==> src/atctb_regs.vh <==
/*
  Register offsets, field positions, reset values and channel filter count of the
  advanced timer clock-source and timebase core.
  Assumes inclusion by bare name from the timer design files.
*/
`ifndef ATCTB_REGS_VH
`define ATCTB_REGS_VH

// Register byte offsets on the AHB-Lite slave
`define ATCTB_CTRL_OFS 12'h000
`define ATCTB_SMC_OFS 12'h004
`define ATCTB_STS_OFS 12'h008
`define ATCTB_CNT_OFS 12'h00C
`define ATCTB_DIV_OFS 12'h010
`define ATCTB_RLD_OFS 12'h014
`define ATCTB_REP_OFS 12'h018
`define ATCTB_EGR_OFS 12'h01C

// Control register fields
`define ATCTB_CTRL_EN 0
`define ATCTB_CTRL_UDIS 1
`define ATCTB_CTRL_MODE_LO 2
`define ATCTB_CTRL_MODE_HI 3
`define ATCTB_CTRL_BUF 4

// Counting modes
`define ATCTB_MODE_UP 2'h0
`define ATCTB_MODE_DOWN 2'h1
`define ATCTB_MODE_CENTER 2'h2

// Slave mode control fields
`define ATCTB_SMC_SRC_LO 0
`define ATCTB_SMC_SRC_HI 2
`define ATCTB_SMC_POL 3
`define ATCTB_SMC_FLT_LO 4
`define ATCTB_SMC_FLT_HI 7
`define ATCTB_SMC_EDIV_LO 8
`define ATCTB_SMC_EDIV_HI 9
`define ATCTB_SMC_MSEL 10
`define ATCTB_SMC_PWMCH 11
`define ATCTB_SMC_RST 12

// Clock source codes
`define ATCTB_SRC_INT 3'h0
`define ATCTB_SRC_CH 3'h1
`define ATCTB_SRC_EDGE 3'h2
`define ATCTB_SRC_XTRG 3'h3
`define ATCTB_SRC_MTRG 3'h4

// Status flag positions
`define ATCTB_STS_UPD 0
`define ATCTB_STS_TRG 1
`define ATCTB_STS_CC 2
`define ATCTB_STS_BRK 3

// Reset values
`define ATCTB_CTRL_RST 32'h00000000
`define ATCTB_SMC_RST_VAL 32'h00000000
`define ATCTB_RLD_RST 16'hFFFF
`define ATCTB_DIV_RST 16'h0000
`define ATCTB_REP_RST 8'h00

// Number of channel input filters
`define ATCTB_FLT_TAPS 4

`endif

==> src/atctb_filter.v <==
/*
  Polarity select and digital glitch filter for one timer input.
  Assumes the input is synchronous to hclk; filter length 0 passes through.
*/
`timescale 1ns/10ps
`include "atctb_regs.vh"

module atctb_filter (
  input wire hclk,
  input wire hresetn,
  input wire pin_in,
  input wire invert,
  input wire [3:0] flt_len,
  output wire flt_out
);

  reg [3:0] run_ff;
  reg out_ff;
  wire pol_in;

  assign pol_in = pin_in ^ invert;
  assign flt_out = (flt_len == 4'h0) ? pol_in : out_ff;

  // Output follows only after flt_len equal samples; spikes are dropped
  always @(posedge hclk or negedge hresetn) begin
    if (!hresetn) begin
      run_ff <= 4'h0;
      out_ff <= 1'b0;
    end else if (pol_in == out_ff) begin
      run_ff <= 4'h0;
    end else if (run_ff >= flt_len - 4'h1) begin
      run_ff <= 4'h0;
      out_ff <= pol_in;
    end else begin
      run_ff <= run_ff + 4'h1;
    end
  end

endmodule

==> src/atctb_core.v <==
/*
  Clock-source selection and 16-bit timebase of the advanced timer, with an
  AHB-Lite register slave. Channel, external trigger and internal trigger
  inputs are assumed synchronous to hclk; brake and capture events come in
  as one-cycle pulses from the channel logic outside.
*/
// The AHB-Lite slave port and the address map are this design's own decisions.
// Notes on behaviour
// - Four counter clock sources: internal, channel inputs, external trigger, internal trigger.
// - With slave mode off, prescaler clock is the internal timer clock.
// - Any channel input gets polarity and filtering before the slave controller.
// - Channel 1 both edges combine into a selectable both-edge pulse.
// - Pulse-width input measurement takes channel 1 or 2 only.
// - External trigger pin gets polarity, division, filtering, then trigger selector.
// - Internal trigger clock from another timer is not filtered.
// - Counter modes are up, down and center-aligned only.
// - Counter, reload value and clock divider are 16 bits.
// - Repetition count is 8 bits.
// - Four capture/compare channels plus brake; channel logic sits outside.
// - Complementary outputs and dead zone live outside; repetition counting here.
// - Update, trigger, capture/compare and brake events are raised.
// - Up mode counts from zero, wraps at reload with overflow.
// - Down mode counts from reload, reloads at zero with underflow.
// - Center mode overflows at reload minus one, underflows at one.
// - Update only on every N+1-th overflow or underflow, or on an EGR write.
`timescale 1ns/10ps
`include "atctb_regs.vh"

module atctb_core (
  input wire hclk,
  input wire hresetn,
  input wire hsel,
  input wire [11:0] haddr,
  input wire [1:0] htrans,
  input wire hwrite,
  input wire [2:0] hsize,
  input wire [31:0] hwdata,
  input wire hready,
  output wire [31:0] hrdata,
  output wire hreadyout,
  output wire hresp,
  input wire [3:0] channel_in,
  input wire external_trigger_input,
  input wire [1:0] internal_trigger,
  input wire [3:0] capture_event,
  input wire brake_event,
  output wire [3:0] channel_filtered,
  output wire pwm_input_channel,
  output wire ch1_both_edge_pulse,
  output wire [15:0] count_value,
  output reg update_event,
  output reg trigger_event,
  output reg [3:0] cc_event,
  output reg brake_pulse
);

  reg [31:0] ctrl_ff;
  reg [31:0] smc_ff;
  reg [3:0] sts_ff;
  reg [15:0] cnt_ff;
  reg [15:0] div_ff;
  reg [15:0] div_sh_ff;
  reg [15:0] pcnt_ff;
  reg [15:0] rld_ff;
  reg [15:0] rld_sh_ff;
  reg [7:0] rep_ff;
  reg [7:0] rep_cnt_ff;
  reg dir_dn_ff;
  reg [3:0] chf_prev_ff;
  reg xtrg_raw_prev_ff;
  reg xtrg_prev_ff;
  reg [2:0] ediv_ff;
  reg mtrg_prev_ff;
  reg xtrg_div;
  reg wr_ff;
  reg [11:0] waddr_ff;
  reg [31:0] rdata_ff;

  wire [2:0] src;
  wire [1:0] mode;
  wire [3:0] flt_len;
  wire xtrg_pol;
  wire xtrg_raw_rise;
  wire xtrg_f;
  wire xtrg_edge;
  wire mtrg_sel;
  wire [3:0] ch_rise;
  wire prescaler_clock;
  wire counter_clock;
  wire ovf;
  wire unf;
  wire wrap;
  wire upd;
  wire sw_upd;
  wire buf_en;
  wire [1:0] ediv;
  wire ch_sel_tick;
  wire [15:0] cnt_nxt_up;
  reg [15:0] nxt_cnt;
  reg nxt_dir_dn;
  reg [3:0] nxt_sts;
  reg trg;

  assign src = smc_ff[`ATCTB_SMC_SRC_HI:`ATCTB_SMC_SRC_LO];
  assign mode = ctrl_ff[`ATCTB_CTRL_MODE_HI:`ATCTB_CTRL_MODE_LO];
  assign flt_len = smc_ff[`ATCTB_SMC_FLT_HI:`ATCTB_SMC_FLT_LO];
  assign ediv = smc_ff[`ATCTB_SMC_EDIV_HI:`ATCTB_SMC_EDIV_LO];
  assign buf_en = ctrl_ff[`ATCTB_CTRL_BUF];

  // One filter per channel and one for the external trigger
  genvar gi;
  generate
    for (gi = 0; gi < `ATCTB_FLT_TAPS; gi = gi + 1) begin : g_ch
      atctb_filter u_flt (
        .hclk(hclk),
        .hresetn(hresetn),
        .pin_in(channel_in[gi]),
        .invert(smc_ff[`ATCTB_SMC_POL]),
        .flt_len(flt_len),
        .flt_out(channel_filtered[gi])
      );
    end
  endgenerate

  // Trigger pin: polarity first, then edge division, then the filter
  assign xtrg_pol = external_trigger_input ^ smc_ff[`ATCTB_SMC_POL];
  assign xtrg_raw_rise = xtrg_pol & ~xtrg_raw_prev_ff;

  // Count raw rising edges; one counter bit gives divide by 2, 4 or 8
  always @(posedge hclk or negedge hresetn) begin
    if (!hresetn) begin
      ediv_ff <= 3'h0;
    end else if (xtrg_raw_rise) begin
      ediv_ff <= ediv_ff + 3'h1;
    end
  end

  // Divided level; changing the ratio may give one stray edge
  always @* begin
    case (ediv)
      2'h0: xtrg_div = xtrg_pol;
      2'h1: xtrg_div = ediv_ff[0];
      2'h2: xtrg_div = ediv_ff[1];
      default: xtrg_div = ediv_ff[2];
    endcase
  end

  atctb_filter u_xtrg (
    .hclk(hclk),
    .hresetn(hresetn),
    .pin_in(xtrg_div),
    .invert(1'b0),
    .flt_len(flt_len),
    .flt_out(xtrg_f)
  );

  // Edge detection on raw and filtered inputs
  always @(posedge hclk or negedge hresetn) begin
    if (!hresetn) begin
      chf_prev_ff <= 4'h0;
      xtrg_raw_prev_ff <= 1'b0;
      xtrg_prev_ff <= 1'b0;
      mtrg_prev_ff <= 1'b0;
    end else begin
      chf_prev_ff <= channel_filtered;
      xtrg_raw_prev_ff <= xtrg_pol;
      xtrg_prev_ff <= xtrg_f;
      mtrg_prev_ff <= mtrg_sel;
    end
  end

  assign ch_rise = channel_filtered & ~chf_prev_ff;
  assign ch1_both_edge_pulse = channel_filtered[0] ^ chf_prev_ff[0];
  assign pwm_input_channel = smc_ff[`ATCTB_SMC_PWMCH] ? channel_filtered[1]
                                                      : channel_filtered[0];
  assign ch_sel_tick = |(ch_rise & (4'h1 << smc_ff[`ATCTB_SMC_FLT_LO+1:`ATCTB_SMC_FLT_LO]));
  assign xtrg_edge = xtrg_f & ~xtrg_prev_ff;
  // Master trigger goes raw, no filter, so cascaded timers stay in step
  assign mtrg_sel = internal_trigger[smc_ff[`ATCTB_SMC_MSEL]];

  // Clock source select; internal clock when slave mode is off
  always @* begin
    case (src)
      `ATCTB_SRC_CH: trg = ch_sel_tick;
      `ATCTB_SRC_EDGE: trg = ch1_both_edge_pulse;
      `ATCTB_SRC_XTRG: trg = xtrg_edge;
      `ATCTB_SRC_MTRG: trg = mtrg_sel & ~mtrg_prev_ff;
      default: trg = 1'b1;
    endcase
  end
  assign prescaler_clock = trg & ctrl_ff[`ATCTB_CTRL_EN];

  // Prescaler: divide by value plus one
  assign counter_clock = prescaler_clock && (pcnt_ff == div_sh_ff);
  assign count_value = cnt_ff;
  assign cnt_nxt_up = cnt_ff + 16'h0001;

  // Overflow and underflow points per mode
  assign ovf = counter_clock && ((mode == `ATCTB_MODE_UP && cnt_ff == rld_sh_ff) ||
               (mode == `ATCTB_MODE_CENTER && !dir_dn_ff &&
                cnt_ff == rld_sh_ff - 16'h0001));
  assign unf = counter_clock && ((mode == `ATCTB_MODE_DOWN && cnt_ff == 16'h0000) ||
               (mode == `ATCTB_MODE_CENTER && dir_dn_ff && cnt_ff == 16'h0001));
  assign wrap = ovf | unf;
  assign upd = (wrap && rep_cnt_ff == 8'h00 && !ctrl_ff[`ATCTB_CTRL_UDIS]) || sw_upd;
  assign sw_upd = wr_ff && waddr_ff == `ATCTB_EGR_OFS && hwdata[0];

  // Next count and direction
  always @* begin
    nxt_cnt = cnt_ff;
    nxt_dir_dn = dir_dn_ff;
    if (sw_upd) begin
      nxt_cnt = (mode == `ATCTB_MODE_DOWN) ? rld_ff : 16'h0000;
      nxt_dir_dn = 1'b0;
    end else if (counter_clock) begin
      case (mode)
        `ATCTB_MODE_UP: nxt_cnt = (cnt_ff == rld_sh_ff) ? 16'h0000 : cnt_nxt_up;
        `ATCTB_MODE_DOWN: nxt_cnt = (cnt_ff == 16'h0000) ? rld_sh_ff
                                                        : cnt_ff - 16'h0001;
        `ATCTB_MODE_CENTER: begin
          if (!dir_dn_ff) begin
            nxt_cnt = cnt_nxt_up;
            nxt_dir_dn = (cnt_nxt_up >= rld_sh_ff);
          end else begin
            nxt_cnt = cnt_ff - 16'h0001;
            nxt_dir_dn = (cnt_ff != 16'h0001);
          end
        end
        default: nxt_cnt = cnt_ff;
      endcase
    end
  end

  // Timebase state, shadows load on update
  always @(posedge hclk or negedge hresetn) begin
    if (!hresetn) begin
      cnt_ff <= 16'h0000;
      pcnt_ff <= 16'h0000;
      dir_dn_ff <= 1'b0;
      rep_cnt_ff <= `ATCTB_REP_RST;
      div_sh_ff <= `ATCTB_DIV_RST;
      rld_sh_ff <= `ATCTB_RLD_RST;
    end else begin
      cnt_ff <= (wr_ff && waddr_ff == `ATCTB_CNT_OFS) ? hwdata[15:0] : nxt_cnt;
      dir_dn_ff <= nxt_dir_dn;
      if (sw_upd) begin
        pcnt_ff <= 16'h0000;
      end else if (prescaler_clock) begin
        pcnt_ff <= (pcnt_ff == div_sh_ff) ? 16'h0000 : pcnt_ff + 16'h0001;
      end
      if (upd || (wrap && rep_cnt_ff == 8'h00)) begin
        rep_cnt_ff <= rep_ff;
      end else if (wrap) begin
        rep_cnt_ff <= rep_cnt_ff - 8'h01;
      end
      if (upd) begin
        div_sh_ff <= div_ff;
      end
      if (upd || !buf_en) begin
        rld_sh_ff <= rld_ff;
      end
    end
  end

  // Sticky status; hardware set wins over write-zero clear
  always @* begin
    nxt_sts = sts_ff;
    if (wr_ff && waddr_ff == `ATCTB_STS_OFS) begin
      nxt_sts = sts_ff & hwdata[3:0];
    end
    nxt_sts[`ATCTB_STS_UPD] = nxt_sts[`ATCTB_STS_UPD] | upd;
    nxt_sts[`ATCTB_STS_TRG] = nxt_sts[`ATCTB_STS_TRG] | (trg && src != `ATCTB_SRC_INT);
    nxt_sts[`ATCTB_STS_CC] = nxt_sts[`ATCTB_STS_CC] | (|capture_event);
    nxt_sts[`ATCTB_STS_BRK] = nxt_sts[`ATCTB_STS_BRK] | brake_event;
  end

  // Event pulses, registered
  always @(posedge hclk or negedge hresetn) begin
    if (!hresetn) begin
      sts_ff <= 4'h0;
      update_event <= 1'b0;
      trigger_event <= 1'b0;
      cc_event <= 4'h0;
      brake_pulse <= 1'b0;
    end else begin
      sts_ff <= nxt_sts;
      update_event <= upd;
      trigger_event <= trg && src != `ATCTB_SRC_INT;
      cc_event <= capture_event;
      brake_pulse <= brake_event;
    end
  end

  // AHB-Lite slave: zero wait states, always OKAY
  assign hreadyout = 1'b1;
  assign hresp = 1'b0;
  assign hrdata = rdata_ff;

  always @(posedge hclk or negedge hresetn) begin
    if (!hresetn) begin
      wr_ff <= 1'b0;
      waddr_ff <= 12'h000;
      rdata_ff <= 32'h00000000;
    end else begin
      wr_ff <= hsel && hready && htrans[1] && hwrite;
      waddr_ff <= haddr;
      if (hsel && hready && htrans[1] && !hwrite) begin
        case (haddr)
          `ATCTB_CTRL_OFS: rdata_ff <= ctrl_ff;
          `ATCTB_SMC_OFS: rdata_ff <= smc_ff;
          `ATCTB_STS_OFS: rdata_ff <= {28'h0000000, sts_ff};
          `ATCTB_CNT_OFS: rdata_ff <= {16'h0000, cnt_ff};
          `ATCTB_DIV_OFS: rdata_ff <= {16'h0000, div_ff};
          `ATCTB_RLD_OFS: rdata_ff <= {16'h0000, rld_ff};
          `ATCTB_REP_OFS: rdata_ff <= {24'h000000, rep_ff};
          default: rdata_ff <= 32'h00000000;
        endcase
      end
    end
  end

  // Writable configuration, taken in the data phase
  always @(posedge hclk or negedge hresetn) begin
    if (!hresetn) begin
      ctrl_ff <= `ATCTB_CTRL_RST;
      smc_ff <= `ATCTB_SMC_RST_VAL;
      div_ff <= `ATCTB_DIV_RST;
      rld_ff <= `ATCTB_RLD_RST;
      rep_ff <= `ATCTB_REP_RST;
    end else begin
      if (wr_ff) begin
        case (waddr_ff)
          `ATCTB_CTRL_OFS: ctrl_ff <= {27'h0000000, hwdata[4:0]};
          `ATCTB_SMC_OFS: smc_ff <= {19'h00000, hwdata[12:0]};
          `ATCTB_DIV_OFS: div_ff <= hwdata[15:0];
          `ATCTB_RLD_OFS: rld_ff <= hwdata[15:0];
          `ATCTB_REP_OFS: rep_ff <= hwdata[7:0];
          default: ctrl_ff <= ctrl_ff;
        endcase
      end
      // Master start comes last so it wins over a clearing write
      if (smc_ff[`ATCTB_SMC_RST] && src == `ATCTB_SRC_MTRG && mtrg_sel) begin
        ctrl_ff[`ATCTB_CTRL_EN] <= 1'b1;
      end
    end
  end

endmodule

==> config.mk <==
export PLATFORM = sky130hd
export DESIGN_NAME = atctb_core
export DESIGN_NICKNAME = d
export VERILOG_FILES = /design/src/atctb_filter.v /design/src/atctb_core.v
export VERILOG_INCLUDE_DIRS = /design/src
export SDC_FILE = /design/constraint.sdc
export NUM_CORES = 1
export LEC_CHECK = 0
export BUFFER_PORTS_ARGS = -buffer_cell sky130_fd_sc_hd__clkbuf_2
export CORE_UTILIZATION = 61
export CTS_CLUSTER_DIAMETER = 50
export DETAILED_ROUTE_END_ITERATION = 7
export GPL_TIMING_DRIVEN = 0
export HOLD_SLACK_MARGIN = 0.05
export PLACE_DENSITY = 0.82
export SYNTH_ARGS = -nofsm -noshare
export SYNTH_HDL_FRONTEND = slang
export SYNTH_SLANG_ARGS = --single-unit
==> constraint.sdc <==
create_clock -name hclk -period 11.61 [get_ports hclk]
set_clock_uncertainty 0.2 [all_clocks]
set_input_delay 0.5805 -clock hclk [delete_from_list [all_inputs] [get_ports hclk]]
set_output_delay 0.5805 -clock hclk [all_outputs]
set_load 0.01 [all_outputs]
Yosys cells after proc, flatten, opt, wreduce, memory -nomap -nowiden:

Cells that the tools add are included.

* add/subtract/negate cells: 12
* order comparisons: 7
* equality and inequality tests: 31
* shifts and indexed selects: 1
* mux-type cells: 42
* bitwise gates (word level): 27
* reductions and logical operators: 62

Operators by type and width (number)
* $mux W16: 10
* $pmux W16 S7: 1
* $eq A12 B5 Y1 const B: 7
* $eq A12 B4 Y1 const B: 4
* $eq A16 B16 Y1: 3
* $pmux W16 S3: 1
* $mux W4: 11
* $add A16 B1 Y16 const B: 2
* $sub A16 B1 Y16 const B: 2
* $reduce_and A2 Y1: 13
* $eq A12 B3 Y1 const B: 2
* $logic_not A12 Y1: 2
* $logic_and A1 B1 Y1: 22
* $add A4 B1 Y4 const B: 5
* $ge A4 B4 Y1: 5
* $eq A16 B1 Y1 const B: 1
* $ge A16 B16 Y1: 1
* $logic_not A16 Y1: 1
* $mux W8: 2
* $ne A16 B1 Y1 const B: 1
* $mux W1: 15
* $and A4 B4 Y4: 3
* $reduce_bool A2 Y1: 6
* $logic_not A8 Y1: 1
* 25 further kinds: 61

* bits in registers: 222
* input port bits: 66
* output and inout port bits: 63
* word-level logic and storage cells: 217

Longest topological paths before layout:

Gate-level depths: netlist (run 1).

* word-level depth: 15
* mapped depth: 18
* mapped depth without buffers: 14

Hierarchy:

Synthesis (run 1) repeated with hierarchy kept, for this count alone.

* cells, all modules: 1217
* area total of the unflattened synthesis: 12438.2 um^2

By module, submodules not included
* atctb_core: instances 1, cells each 1027, area each 10436.3 um^2, sequential area each 4569.4 um^2
* atctb_filter: instances 5, cells each 38, area each 400.4 um^2, sequential area each 125.1 um^2

Least setup slack after synthesis (run 1):

Ideal clock, no wire load.

* path type: flip-flop to flip-flop
* start: reg smc_ff[4]
* end: reg rld_sh_ff[12]
* setup time: 0.085 ns
* arrival time: 3.863 ns
* data required time: 11.325 ns
* path slack: 7.463 ns
* cell stages (with the launch flop): 18
* path buffers: 3
* period minus slack after synthesis: 4.147 ns
* path through: dfrtp_1 > inv_1 > ha_1 > nor3b_1 > buf_2 > nor2_1 > a21oi_1 > ha_1 > a21oi_1 > or2_2 > a32o_1 > o41ai_4 > or2_1 > buf_2 > o31ai_1 > a21boi_2 > buf_6 > mux2_1

* cells in the longest elaborated chain, start to end: 14
* elaborated cells between the ends (all ways): 22
* those cells by class: 1 x shift; 6 x mux; 6 x bitwise; 9 x reduce/logical

RTL lines
* start, declared: RTL line atctb_core.v:58 `reg [31:0] smc_ff;`
* start signal, assigned: RTL line atctb_core.v:326 `` smc_ff <= `ATCTB_SMC_RST_VAL; ``
* start signal, assigned: RTL line atctb_core.v:334 `` `ATCTB_SMC_OFS: smc_ff <= {19'h00000, hwdata[12:0]}; ``
* $logic_not A4 Y1 (*): RTL line atctb_filter.v:22 `assign flt_out = (flt_len == 4'h0) ? pol_in : out_ff;`
* $mux W1 (*): RTL line atctb_filter.v:22
* named net g_ch[0].u_flt.flt_out: RTL line atctb_filter.v:14 `output wire flt_out`
* $and A4 B4 Y4: RTL line atctb_core.v:172 `assign ch_rise = channel_filtered & ~chf_prev_ff;`
* $and A4 B4 Y4: RTL line atctb_core.v:176 `` assign ch_sel_tick = |(ch_rise & (4'h1 << smc_ff[`ATCTB_SMC_FLT_LO+1:`ATCTB_SMC_FLT_LO])); ``
* $reduce_or A4 Y1: RTL line atctb_core.v:176
* $pmux W1 S4 (*): RTL line atctb_core.v:183 `case (src)`
* $and A1 B1 Y1 (*): RTL line atctb_core.v:191 `` assign prescaler_clock = trg & ctrl_ff[`ATCTB_CTRL_EN]; ``
* $logic_and A1 B1 Y1 (*): RTL line atctb_core.v:194 `assign counter_clock = prescaler_clock && (pcnt_ff == div_sh_ff);`
* $logic_and A1 B1 Y1, on equally long branches: RTL line atctb_core.v:199, atctb_core.v:202
* $or A1 B1 Y1 (*): RTL line atctb_core.v:204 `assign wrap = ovf | unf;`
* $logic_and A1 B1 Y1 (*) (2 in series): RTL line atctb_core.v:205 `` assign upd = (wrap && rep_cnt_ff == 8'h00 && !ctrl_ff[`ATCTB_CTRL_UDIS]) || sw_upd; ``
* $logic_or A1 B1 Y1 (*): RTL line atctb_core.v:205
* $logic_or A1 B1 Y1 (*): RTL line atctb_core.v:259 `if (upd || !buf_en) begin`
* end signal, assigned: RTL line atctb_core.v:242 `` rld_sh_ff <= `ATCTB_RLD_RST; ``
* end signal, assigned: RTL line atctb_core.v:260 `rld_sh_ff <= rld_ff;`
* end, declared: RTL line atctb_core.v:65 `reg [15:0] rld_sh_ff;`

The timed path passes the listed nets; every way through them passes the cells marked *.
A chain may end at the register's enable or synchronous reset.

Final worst setup path (run 1):

Same ends and word-level chain as after synthesis.

==> parameters.txt, run 1 <==
Parameter                              Value

Power
  Power after layout ... 2400 uW
  Max VDD drop ... 0.1243 mV
  Leak pwr ... 0.006702 uW
  Power per unit of standard cell area ... 170.7 mW/mm^2

Run status
  Result of the run ... finished clean

Critical path
  List of cells traversed by the critical path ... inv_1, ha_1, nor3b_1, buf_2, nor2_1, a21oi_1, ha_1, a21oi_1, or2_2, a32o_1, o41ai_4, or2_1, buf_2, o31ai_1, a21boi_2, buf_6, mux2_1
  Critical path fanouts, max ... 10
  Startpoint type of the worst setup path ... register
  Largest stage delay on the critical path ... 0.70 ns
  Data arrival, critical path ... 5.66 ns
  Critical path capture point type ... register
  Critical path required time ... 11.85 ns
  Crit Reg-Reg Startpoint ... smc_ff[4]
  Reg-to-reg critical path endpoint ... rld_sh_ff[12]
  Worst R2R Path Depth ... 17
  Setup Crit Path Kind ... reg -> reg
  Cell with the largest stage delay on the worst path ... o41ai_4
  Register-to-register setup slack ... 6.19 ns

Synthesis
  Proportion of register bits with asynchronous set or reset after synthesis ... 1.000
  Synthesized cell area ... 0.01215 mm^2
  Flops & latches, synth ... 206
  YS warnings ... 0
  Avg Cell Area, Syn ... 10.28 um^2
  Number of distinct standard cells referenced by the synthesized netlist ... 80
  Count of flip-flops with a built-in enable after synthesis ... 0
  Prevailing post-synth register cell ... dfrtp_1
  Portion of the post-synthesis area used by sequential elements ... 0.4274
  Gate count after technology mapping ... 1,182

Timing
  Unrepaired setup endpoints after global routing ... false
  Slew HR ... 0.08747
  Tightest hold margin ... 0.09019 ns
  Setup Viol. Count Final ... 0
  Slew at the pin with the worst max-slew slack ... 1.358 ns
  Final critical delay including setup and external delays ... 5.423 ns
  Total negative slack ... 0 ns
  Fmax ... 0.1844 GHz
  Hold Violations, Final ... 0
  Share of the cycle needed by the critical path after routing ... 0.4671
  Pins over their slew limit ... 0

Clock network
  Clock Sinks ... 206
  Clock tree from TritonCTS ... done
  Post-cts hold buffer count ... 18
  Reg clk slew, reported paths ... 0.06 ns
  Post-CTS setup buffers ... 0
  Cells resized by post-CTS repair ... 0
  Total clock buffers created by CTS ... 24
  Clock root buffer ... clkbuf_16
  Clock latency on the worst-skew pair ... 0.53 ns
  Clock Path Buffers ... 3
  Maximum level of the CTS H-tree ... 1

Cells and area
  Final standard cell count with taps included and fillers excluded ... 1,615
  Diodes inserted ... 0
  Layout Nets ... 1,455
  Area Overhead vs Synth ... 15.66%
  Ratio of cells with drive above 1 in the final layout ... 0.2044
  Core occupancy in the finished layout ... 0.7199

Placement
  Count of input and output buffers ... 89
  Post-placement cell count ... 1,553
  DP Wirelength ... 24.30 mm
  Final Wtd Congestion ... 0.9147

Detailed routing
  Routed WL per cell ... 20.68 um
  Total wire length after detailed routing ... 33.40 mm
  Drt first pass iters ... 6
  Violation count after the first detailed-route iteration ... 1,100
  Post-detailed-route count of antenna-violating nets ... 0
  Per-cell via count in the routed design ... 6.272
  DRC viols ... 0
  Total via count in the routed design ... 10,130

Global route
  Antenna violations before repair ... 0
  First-pass GRT wire length ... 53.02 mm
  Via count of the first global-routing pass ... 9,924
  Overflow after GRT ... 0
  Maximum number of pins on one net before global-route repair ... 119
  GR Util All Layers ... 0.3376

Flow run
  Number of max-capacitance violations reported ... 0

Floorplan
  Die extent in x ... 143.2 um
  Die height ... 143.2 um
  Core footprint ... 0.01953 mm^2
  Initial Utilization ... 0.6225
  Die Area ... 0.02049 mm^2
  Count of standard-cell rows ... 51
  Num ports ... 129

Worst hold path
  Hold Path Sink ... xtrg_raw_prev_ff
  Worst min path class ... in -> reg
  Hold Crit Depth ... 2
  HP Start ... external_trigger_input
==> cells by family (layout without fill, tap and decap cells) <==
logic type | Yosys count | count (layout) | share of synthesized area
buffers and inverters | 133 | 285 | 0.05065
muxes | 117 | 117 | 0.1078
xor gates and xnor gates | 100 | 100 | 0.07319
adders and majority gates | 57 | 57 | 0.05868
and+or+nand+nor | 333 | 333 | 0.1432
AOI/OAI and AO/OA | 234 | 234 | 0.1385
other | 2 | 18 | 0.0006179
DFF | 206 | 206 | 0.4274
==> registers in the layout, summed over array words and instances (netlist names), 5 cells and up <==
signal	cells
count_value	16
ctrl_ff	5
div_ff	16
div_sh_ff	16
g_ch.u_flt.run_ff	16
hrdata	16
pcnt_ff	16
rep_cnt_ff	8
rep_ff	8
rld_ff	16
rld_sh_ff	16
smc_ff	13
waddr_ff	12
==> placed cells by master (no fill, tap or decap), types with 22 or more instances in the layout <==
cell	instances
a21o_1	27
a21oi_1	40
buf_4	22
clkbuf_1	57
clkbuf_16	25
clkbuf_2	88
dfrtp_1	174
dfstp_2	32
ha_1	57
inv_1	43
mux2_1	43
mux2_2	68
nand2_1	60
nand3_1	29
nor2_1	78
nor3_1	34
o21ai_0	31
xnor2_1	33
xor2_1	66
==> synthesized netlist by cell type, types with 11 or more instances <==
cell	instances	area (um^2)
ha_1	57	713.2
a31oi_1	11	68.82
clkbuf_1	54	202.7
nand3_1	29	145.1
nand2b_1	14	87.58
and3_1	11	68.82
nor4_1	18	112.6
or3_1	12	75.07
nor3_1	34	170.2
xor2_1	66	578.1
nand2_1	60	225.2
inv_1	43	161.4
a221oi_1	15	131.4
o21ai_0	31	155.2
mux2_1	43	484.2
xnor2_1	33	289.0
dfstp_2	32	840.8
a21oi_1	40	200.2
dfrtp_1	174	4354
nor2_1	78	292.8
nand4_1	16	100.1
and2_1	11	68.82
a22oi_1	17	127.6
a22o_1	18	157.7
buf_4	22	165.2
mux2_2	68	765.7
a21o_1	27	202.7
==> worst max-delay path, delay by kind of cell, from the launching register on <==
kind            cells  cell delay, ns
flops               1            0.46
compound gates      6            1.94
fa+ha+maj           2            0.47
simple gates        4            0.84
buf+inv             4            1.09
mux                 1            0.34
==> final cells by class <==
class,instances,area [um^2]
fill,1436,5469
buffer,90,454.2
multi-input combinational,859,6404
tap,265,331.6
inverter,43,161.4
sequential,206,5195
clock inverter,9,116.4
clock buffer,35,733.2
timing repair buffer,108,661.9
==> report_power, final <==
group	total, uW	switching, uW	internal, uW	leakage (uW)
combinational	741	433	308	0.00370
clock	794	308	486	0.000421
sequential	865	70.3	795	0.00258
total	2400	811	1590	0.00670
==> routing by layer <==
layer / part of all wire / wire length (um) / vias up / GRT usage
met3: 0.081 / 2693 / 96 / 0.04628
met2: 0.47 / 15590 / 521 / 0.5402
li1: - / - / 4560 / -
met5: 0 / 0 / - / 0
met1: 0.41 / 13730 / 4952 / 0.4600
met4: 0.041 / 1379 / 0 / 0.1449
==> how the worst max path moves through the flow <==
| stage | to | slack [ns] | depth (start not counted) | from |
|---|---|---|---|---|
| global placement | count_value[11] | 5.94 | 1 | hresetn |
| detailed placement | rld_sh_ff[7] | 6.39 | 17 | smc_ff[4] |
| floorplan | rld_sh_ff[12] | 7.46 | 17 | smc_ff[4] |
| CTS | rld_sh_ff[5] | 6.32 | 17 | smc_ff[4] |
| global route | rld_sh_ff[12] | 5.96 | 17 | smc_ff[4] |
| finish | rld_sh_ff[12] | 6.19 | 17 | smc_ff[4] |
==> metrics by stage <==
step                      instance area (um^2)  setup WS, ns
final                                    14060         6.187
after detailed placement                 13030         6.390
after global placement                   12990         5.942
after floorplan                          12210         7.463
after global routing                     14060         5.964
after CTS                                14060         6.316
Note: power is estimated with default switching activity, not from simulation.
==> inputs of run 2 (changes only) <==
- CORE_UTILIZATION: 61 -> 60
- PLACE_DENSITY: 0.82 -> 0.81
- clock period: 11.61 -> 5.4 ns (I/O delays scaled with it)
==> parameters.txt, run 2 (same netlist as run 1, synthesis figures left out) <==
Parameter                              Value

Timing
  Setup Viol. Count Final ... 0 (unchanged)
  Fmax ... 0.2006 GHz (+8.8%)
  Hold Violations, Final ... 0 (unchanged)
  Share of the cycle needed by the critical path after routing ... 0.9231 (+0.4560)
  Total negative slack ... 0 ns (unchanged)
  Final critical delay including setup and external delays ... 4.985 ns (-0.4383 ns)
  Pins over their slew limit ... 0 (unchanged)
  Unrepaired setup endpoints after global routing ... false
  Slew HR ... 0.1215 (+0.03407)
  Slew at the pin with the worst max-slew slack ... 1.308 ns (-0.05072 ns)

Critical path
  Setup Crit Path Kind ... reg -> reg
  Critical path fanouts, max ... 10 (unchanged)
  CP delay by family, top ... compound AO/OA/AOI/OAI gates
  Data arrival, critical path ... 5.17 ns (-0.49 ns)
  Critical path capture point type ... register
  Critical path required time ... 5.59 ns (-6.26 ns)
  Largest stage delay on the critical path ... 0.48 ns (-0.22 ns)
  Cell with the largest stage delay on the worst path ... dfrtp_1
  Buf/Inv on CP ... 5 (+1)
  Startpoint type of the worst setup path ... register
  List of cells traversed by the critical path ... inv_1, ha_1, nor3b_1, buf_2, nor2_1, a21oi_1, ha_1, a21oi_1, or2_2, a32o_1, o41ai_4, or2_1, buf_2, o31ai_1, and2_1, buf_6, buf_6, mux2_1

Clock network
  Clock latency on the worst-skew pair ... 0.51 ns (-0.02 ns)
  Clock Path Buffers ... 3 (unchanged)
  Clock tree from TritonCTS ... done
  Maximum level of the CTS H-tree ... 1 (unchanged)
  Clock root buffer ... clkbuf_16
  Total clock buffers created by CTS ... 24 (unchanged)
  Clock Sinks ... 206 (unchanged)
  Reg clk slew, reported paths ... 0.06 ns (about the same)

Cells and area
  Diodes inserted ... 0 (unchanged)
  Cell area after layout ... 0.01432 mm^2 (+1.9%)
  Commonest cells after routing, fill and taps aside ... 174 x dfrtp_1, 89 x clkbuf_2, 78 x nor2_1
  Ratio of cells with drive above 1 in the final layout ... 0.2029 (-0.001535)
  Core occupancy in the finished layout ... 0.7285 (+0.008567)
  Layout Nets ... 1,480 (+1.7%)
  Area Overhead vs Synth ... 17.80%
  Final standard cell count with taps included and fillers excluded ... 1,640 (+1.5%)
  Most frequent standard cell in the layout excluding fill and tap cells ... dfrtp_1

Global route
  First-pass GRT wire length ... 53.25 mm (+0.44%)
  Maximum number of pins on one net before global-route repair ... 105 (-12%)
  Via count of the first global-routing pass ... 9,775 (-1.5%)
  Overflow after GRT ... 0 (unchanged)
  Antenna violations before repair ... 0 (unchanged)
  GR Util All Layers ... 0.3353 (-0.002260)

Floorplan
  Core footprint ... 0.01965 mm^2 (+0.65%)
  Die height ... 144.3 um (+0.82%)
  Count of standard-cell rows ... 51 (unchanged)
  Initial Utilization ... 0.6184 (-0.004042)
  Num ports ... 129 (unchanged)
  Die extent in x ... 144.3 um (+0.82%)
  Die Area ... 0.02083 mm^2 (+1.6%)

Placement
  Post-placement cell count ... 1,553 (unchanged)
  Final Wtd Congestion ... 0.9388 (+2.6%)
  Cell area after placement ... 0.01303 mm^2 (unchanged)
  DP Wirelength ... 24.28 mm (about the same)
  Count of input and output buffers ... 89 (unchanged)

Power
  Power per unit of standard cell area ... 362.9 mW/mm^2 (+110%)
  Power after layout ... 5195 uW (+120%)
  Max VDD drop ... 0.2799 mV (+130%)
  Leak pwr ... 0.006822 uW (+1.8%)

Detailed routing
  Total via count in the routed design ... 10,340 (+2.1%)
  DRC viols ... 0 (unchanged)
  Drt first pass iters ... 6 (unchanged)
  Per-cell via count in the routed design ... 6.307 (+0.57%)
  Total wire length after detailed routing ... 33.97 mm (+1.7%)
  Routed WL per cell ... 20.72 um (+0.17%)
  Post-detailed-route count of antenna-violating nets ... 0 (unchanged)
  Violation count after the first detailed-route iteration ... 1,102 (+0.18%)

Flow run
  Number of max-capacitance violations reported ... 0 (unchanged)

Worst hold path
  Worst min path class ... in -> reg

Run status
  Result of the run ... finished clean
## run 2: cell count changes in the layout (fill, tap and decap cells not counted), sizes merged
cell / change
dlygate4sd3: +24
clkbuf: -4
clkinv: +2
buf: +1
bufinv: +1
inv: +1
## run 2: layer usage
layer	track usage	vias to the layer above	part of all wire
li1	-	4610	-
met1	0.4566	5136	0.41
met2	0.5374	519	0.47
met3	0.05166	79	0.081
met4	0.1346	0	0.037
met5	0	-	0
## run 2: worst paths after layout
path	startpoint	to	slack, ns	cells after the start
max reg2reg	smc_ff[4]	div_sh_ff[7]	0.42	18
max	smc_ff[4]	div_sh_ff[7]	0.42	18
min	channel_in[1]	g_ch[1].u_flt.out_ff	0.07	3
max in group asynchronous	hresetn	rld_sh_ff[12]	3.77	3
min in group asynchronous	hresetn	cc_event[3]	0.22	2
min reg2reg	hrdata[1]	hrdata[1]	0.27	1
## run 2: cell type report
cell class                      count  area, um^2
Multi-Input combinational cell    859        6411
Fill cell                        1413        5336
Sequential cell                   206        5195
Timing Repair Buffer              133       909.6
Clock buffer                       31       688.2
Buffer                             90       455.4
Tap cell                          265       331.6
Clock inverter                     13       165.2
Inverter                           43       161.4
## run 2: repair_timing
item / in CTS / in global routing
hold endpoints to repair: 182 / 0
gates resized for setup: 0 / 3
setup endpoints to repair: 0 / 32
hold buffers: 42 / 0
buffers inserted: 0 / 1
## run 2: worst min-delay path, stage by stage
cell      delay [ns]
clkbuf_2        0.09
xor2_1          0.11
mux2_2          0.27
## run 2: through the flow
step | hold slack [ns] | worst slack, ns
4_1_cts | 0.05829 | 0.01949
2_1_floorplan | -0.2256 | 1.253
5_1_grt | 0.09221 | 0.1175
3_3_place_gp | 0.1937 | -0.009532
3_5_place_dp | 0.1955 | 0.1182
6_report | 0.07077 | 0.4150
## run 2: where the power goes
part | switching [uW] | internal (uW) | leakage (uW)
clock | 665 | 1050 | 0.000425
combinational | 933 | 678 | 0.00382
sequential | 156 | 1710 | 0.00258
total | 1750 | 3440 | 0.00682
==> inputs of run 3 (changes only) <==
- REMOVE_ABC_BUFFERS: not set -> 1
- SKIP_LAST_GASP: not set -> 1
==> parameters.txt, run 3 (same netlist as run 1, synthesis figures left out) <==
Parameter                              Value

Critical path
  Critical path fanouts, max ... 18 (+8)
  Critical path capture point type ... register
  Reg-to-reg critical path endpoint ... rep_cnt_ff[1]
  Worst setup endpoint ... rep_cnt_ff[1]
  Data arrival, critical path ... 5.44 ns (+0.27 ns)
  Startpoint type of the worst setup path ... register
  Register-to-register setup slack ... 0.17 ns (-0.25 ns)
  Critical path required time ... 5.61 ns (+0.02 ns)
  Setup Crit Path Kind ... reg -> reg
  Worst R2R Path Depth ... 14 (-4)
  Critical path startpoint ... smc_ff[4]
  Crit Reg-Reg Startpoint ... smc_ff[4]

Clock network
  Clock latency on the worst-skew pair ... 0.52 ns (about the same)
  Reg clk slew, reported paths ... 0.06 ns (about the same)
  Clock tree from TritonCTS ... done
  Total clock buffers created by CTS ... 24 (unchanged)
  Maximum level of the CTS H-tree ... 1 (unchanged)
  Clock root buffer ... clkbuf_16
  Clock Sinks ... 206 (unchanged)
  Clock Path Buffers ... 3 (unchanged)

Global route
  GR Util All Layers ... 0.3253 (-0.01001)
  First-pass GRT wire length ... 51.69 mm (-2.9%)
  Via count of the first global-routing pass ... 9,627 (-1.5%)
  Antenna violations before repair ... 0 (unchanged)
  Overflow after GRT ... 0 (unchanged)
  Maximum number of pins on one net before global-route repair ... 85 (-19%)

Timing
  Slew HR ... 0.1211 (-0.0004570)
  Tightest hold margin ... 0.05145 ns (-0.01932 ns)
  Fmax ... 0.1911 GHz (-4.8%)
  Setup Viol. Count Final ... 0 (unchanged)
  Hold Violations, Final ... 0 (unchanged)
  Pins over their slew limit ... 0 (unchanged)
  Total negative slack ... 0 ns (unchanged)
  Unrepaired setup endpoints after global routing ... true
  Final critical delay including setup and external delays ... 5.234 ns (+0.2491 ns)
  Slew at the pin with the worst max-slew slack ... 1.314 ns (+0.005894 ns)
  Share of the cycle needed by the critical path after routing ... 0.9693 (+0.04612)

Cells and area
  Area Overhead vs Synth ... 13.97%
  Layout Nets ... 1,391 (-6.0%)
  Cell area after layout ... 0.01385 mm^2 (-3.3%)
  Commonest cells after routing, fill and taps aside ... 174 x dfrtp_1, 89 x clkbuf_2, 76 x nor2_1
  Number of fillers in the final layout ... 1,466 (+3.8%)
  Diodes inserted ... 0 (unchanged)
  Most frequent standard cell in the layout excluding fill and tap cells ... dfrtp_1
  Ratio of cells with drive above 1 in the final layout ... 0.1913 (-0.01162)

Placement
  DP Wirelength ... 22.22 mm (-8.5%)
  Count of input and output buffers ... 90 (+1.1%)
  Cell area after placement ... 0.01261 mm^2 (-3.2%)
  Final Wtd Congestion ... 0.8903 (-5.2%)

Floorplan
  Die height ... 144.3 um (unchanged)
  Initial Utilization ... 0.6184 (unchanged)
  Num ports ... 129 (unchanged)
  Die extent in x ... 144.3 um (unchanged)
  Core footprint ... 0.01965 mm^2 (unchanged)
  Count of standard-cell rows ... 51 (unchanged)
  Die Area ... 0.02083 mm^2 (unchanged)

Power
  Power after layout ... 5000 uW (-3.8%)
  Max VDD drop ... 0.2536 mV (-9.4%)
  Leak pwr ... 0.006552 uW (-4.0%)
  Power per unit of standard cell area ... 361.0 mW/mm^2 (-0.52%)

Flow run
  Number of max-capacitance violations reported ... 0 (unchanged)

Detailed routing
  Post-detailed-route count of antenna-violating nets ... 0 (unchanged)
  Total via count in the routed design ... 9,998 (-3.3%)
  Total wire length after detailed routing ... 33.06 mm (-2.7%)
  DRC viols ... 0 (unchanged)
  Routed WL per cell ... 21.32 um (+2.9%)
  Per-cell via count in the routed design ... 6.446 (+2.2%)
  Violation count after the first detailed-route iteration ... 1,000 (-9.3%)
  Drt first pass iters ... 5 (-1)

Run status
  Result of the run ... finished clean

Worst hold path
  Worst min path class ... in -> reg
[run 3: cell types whose count changed in the layout (fill, tap and decap cells not counted), moves of 2 or more]
cell	change
buf_2	-9
nor2_2	+2
buf_4	-23
clkbuf_1	-49
buf_1	-2
clkinvlp_4	+3
clkinv_4	-2
buf_6	-3
inv_6	-2
bufinv_16	-2
nor2_1	-2
[run 3: per-stage QoR]
stage / utilization / std cells / worst slack, ns
global placement: 0.6381 / 1463 / -0.5122
global route: 0.7048 / 1551 / -0.06628
detailed placement: 0.6416 / 1465 / -0.6232
CTS: 0.7034 / 1550 / 0.03283
finish: 0.7048 / 1551 / 0.1659
floorplan: - / 1108 / 0.5992
[run 3: cell type report]
class | instances | area, um^2 | area share
Timing Repair Buffer | 134 | 944.7 | 0.06820
Sequential cell | 206 | 5195 | 0.3750
Multi-Input combinational cell | 859 | 6429 | 0.4641
Tap cell | 265 | 331.6 | 0.02394
Inverter | 43 | 161.4 | 0.01165
Clock inverter | 9 | 87.58 | 0.006323
Clock buffer | 35 | 703.2 | 0.05076
[run 3: report_power, final]
group          leakage [uW]  switching (uW)  internal, uW  total [uW]
Sequential          0.00258             310          1710        2020
Clock              0.000381             666           957        1620
Combinational       0.00359             737           624        1360
Total               0.00655            1710          3290        5000
[run 3: worst min-delay path by stage]
stage | start | to | cells past startpoint
global placement | capture_event[2] | cc_event[2] | 1
global route | channel_in[3] | g_ch[3].u_flt.out_ff | 3
CTS | channel_in[3] | g_ch[3].u_flt.out_ff | 3
detailed placement | hresetn | g_ch[3].u_flt.run_ff[0] | 1
floorplan | hresetn | brake_pulse | 0
finish | channel_in[3] | g_ch[3].u_flt.out_ff | 3
[run 3: worst max-delay path, cell delays in order (launching register included)]
cell and delay, ns:
dfrtp_1 0.48, inv_1 0.33, ha_1 0.24, nor3b_4 0.43, nor2_1 0.09, a21oi_1 0.28
ha_1 0.21, a21oi_1 0.06, or2_2 0.27, a32o_1 0.24, o41ai_4 0.69, or2_1 0.39
nand2_1 0.50, nand2_2 0.35, mux2_1 0.34
[run 3: per-layer routing]
layer / routed length (um) / vias up / GRT usage
met3: 2940 / 120 / 0.05629
met2: 15060 / 507 / 0.5157
met4: 1538 / 0 / 0.1518
met1: 13520 / 4938 / 0.4354
li1: - / 4433 / -
met5: 0 / - / 0
[run 3: timing repair]
action                                  in CTS  in global routing
endpoints found under the setup margin      57                 39
pin swaps                                    0                  1
gates resized for setup                      2                  2
hold endpoints to repair                   274                  0
hold buffers                                41                  0
setup buffers                                0                  1
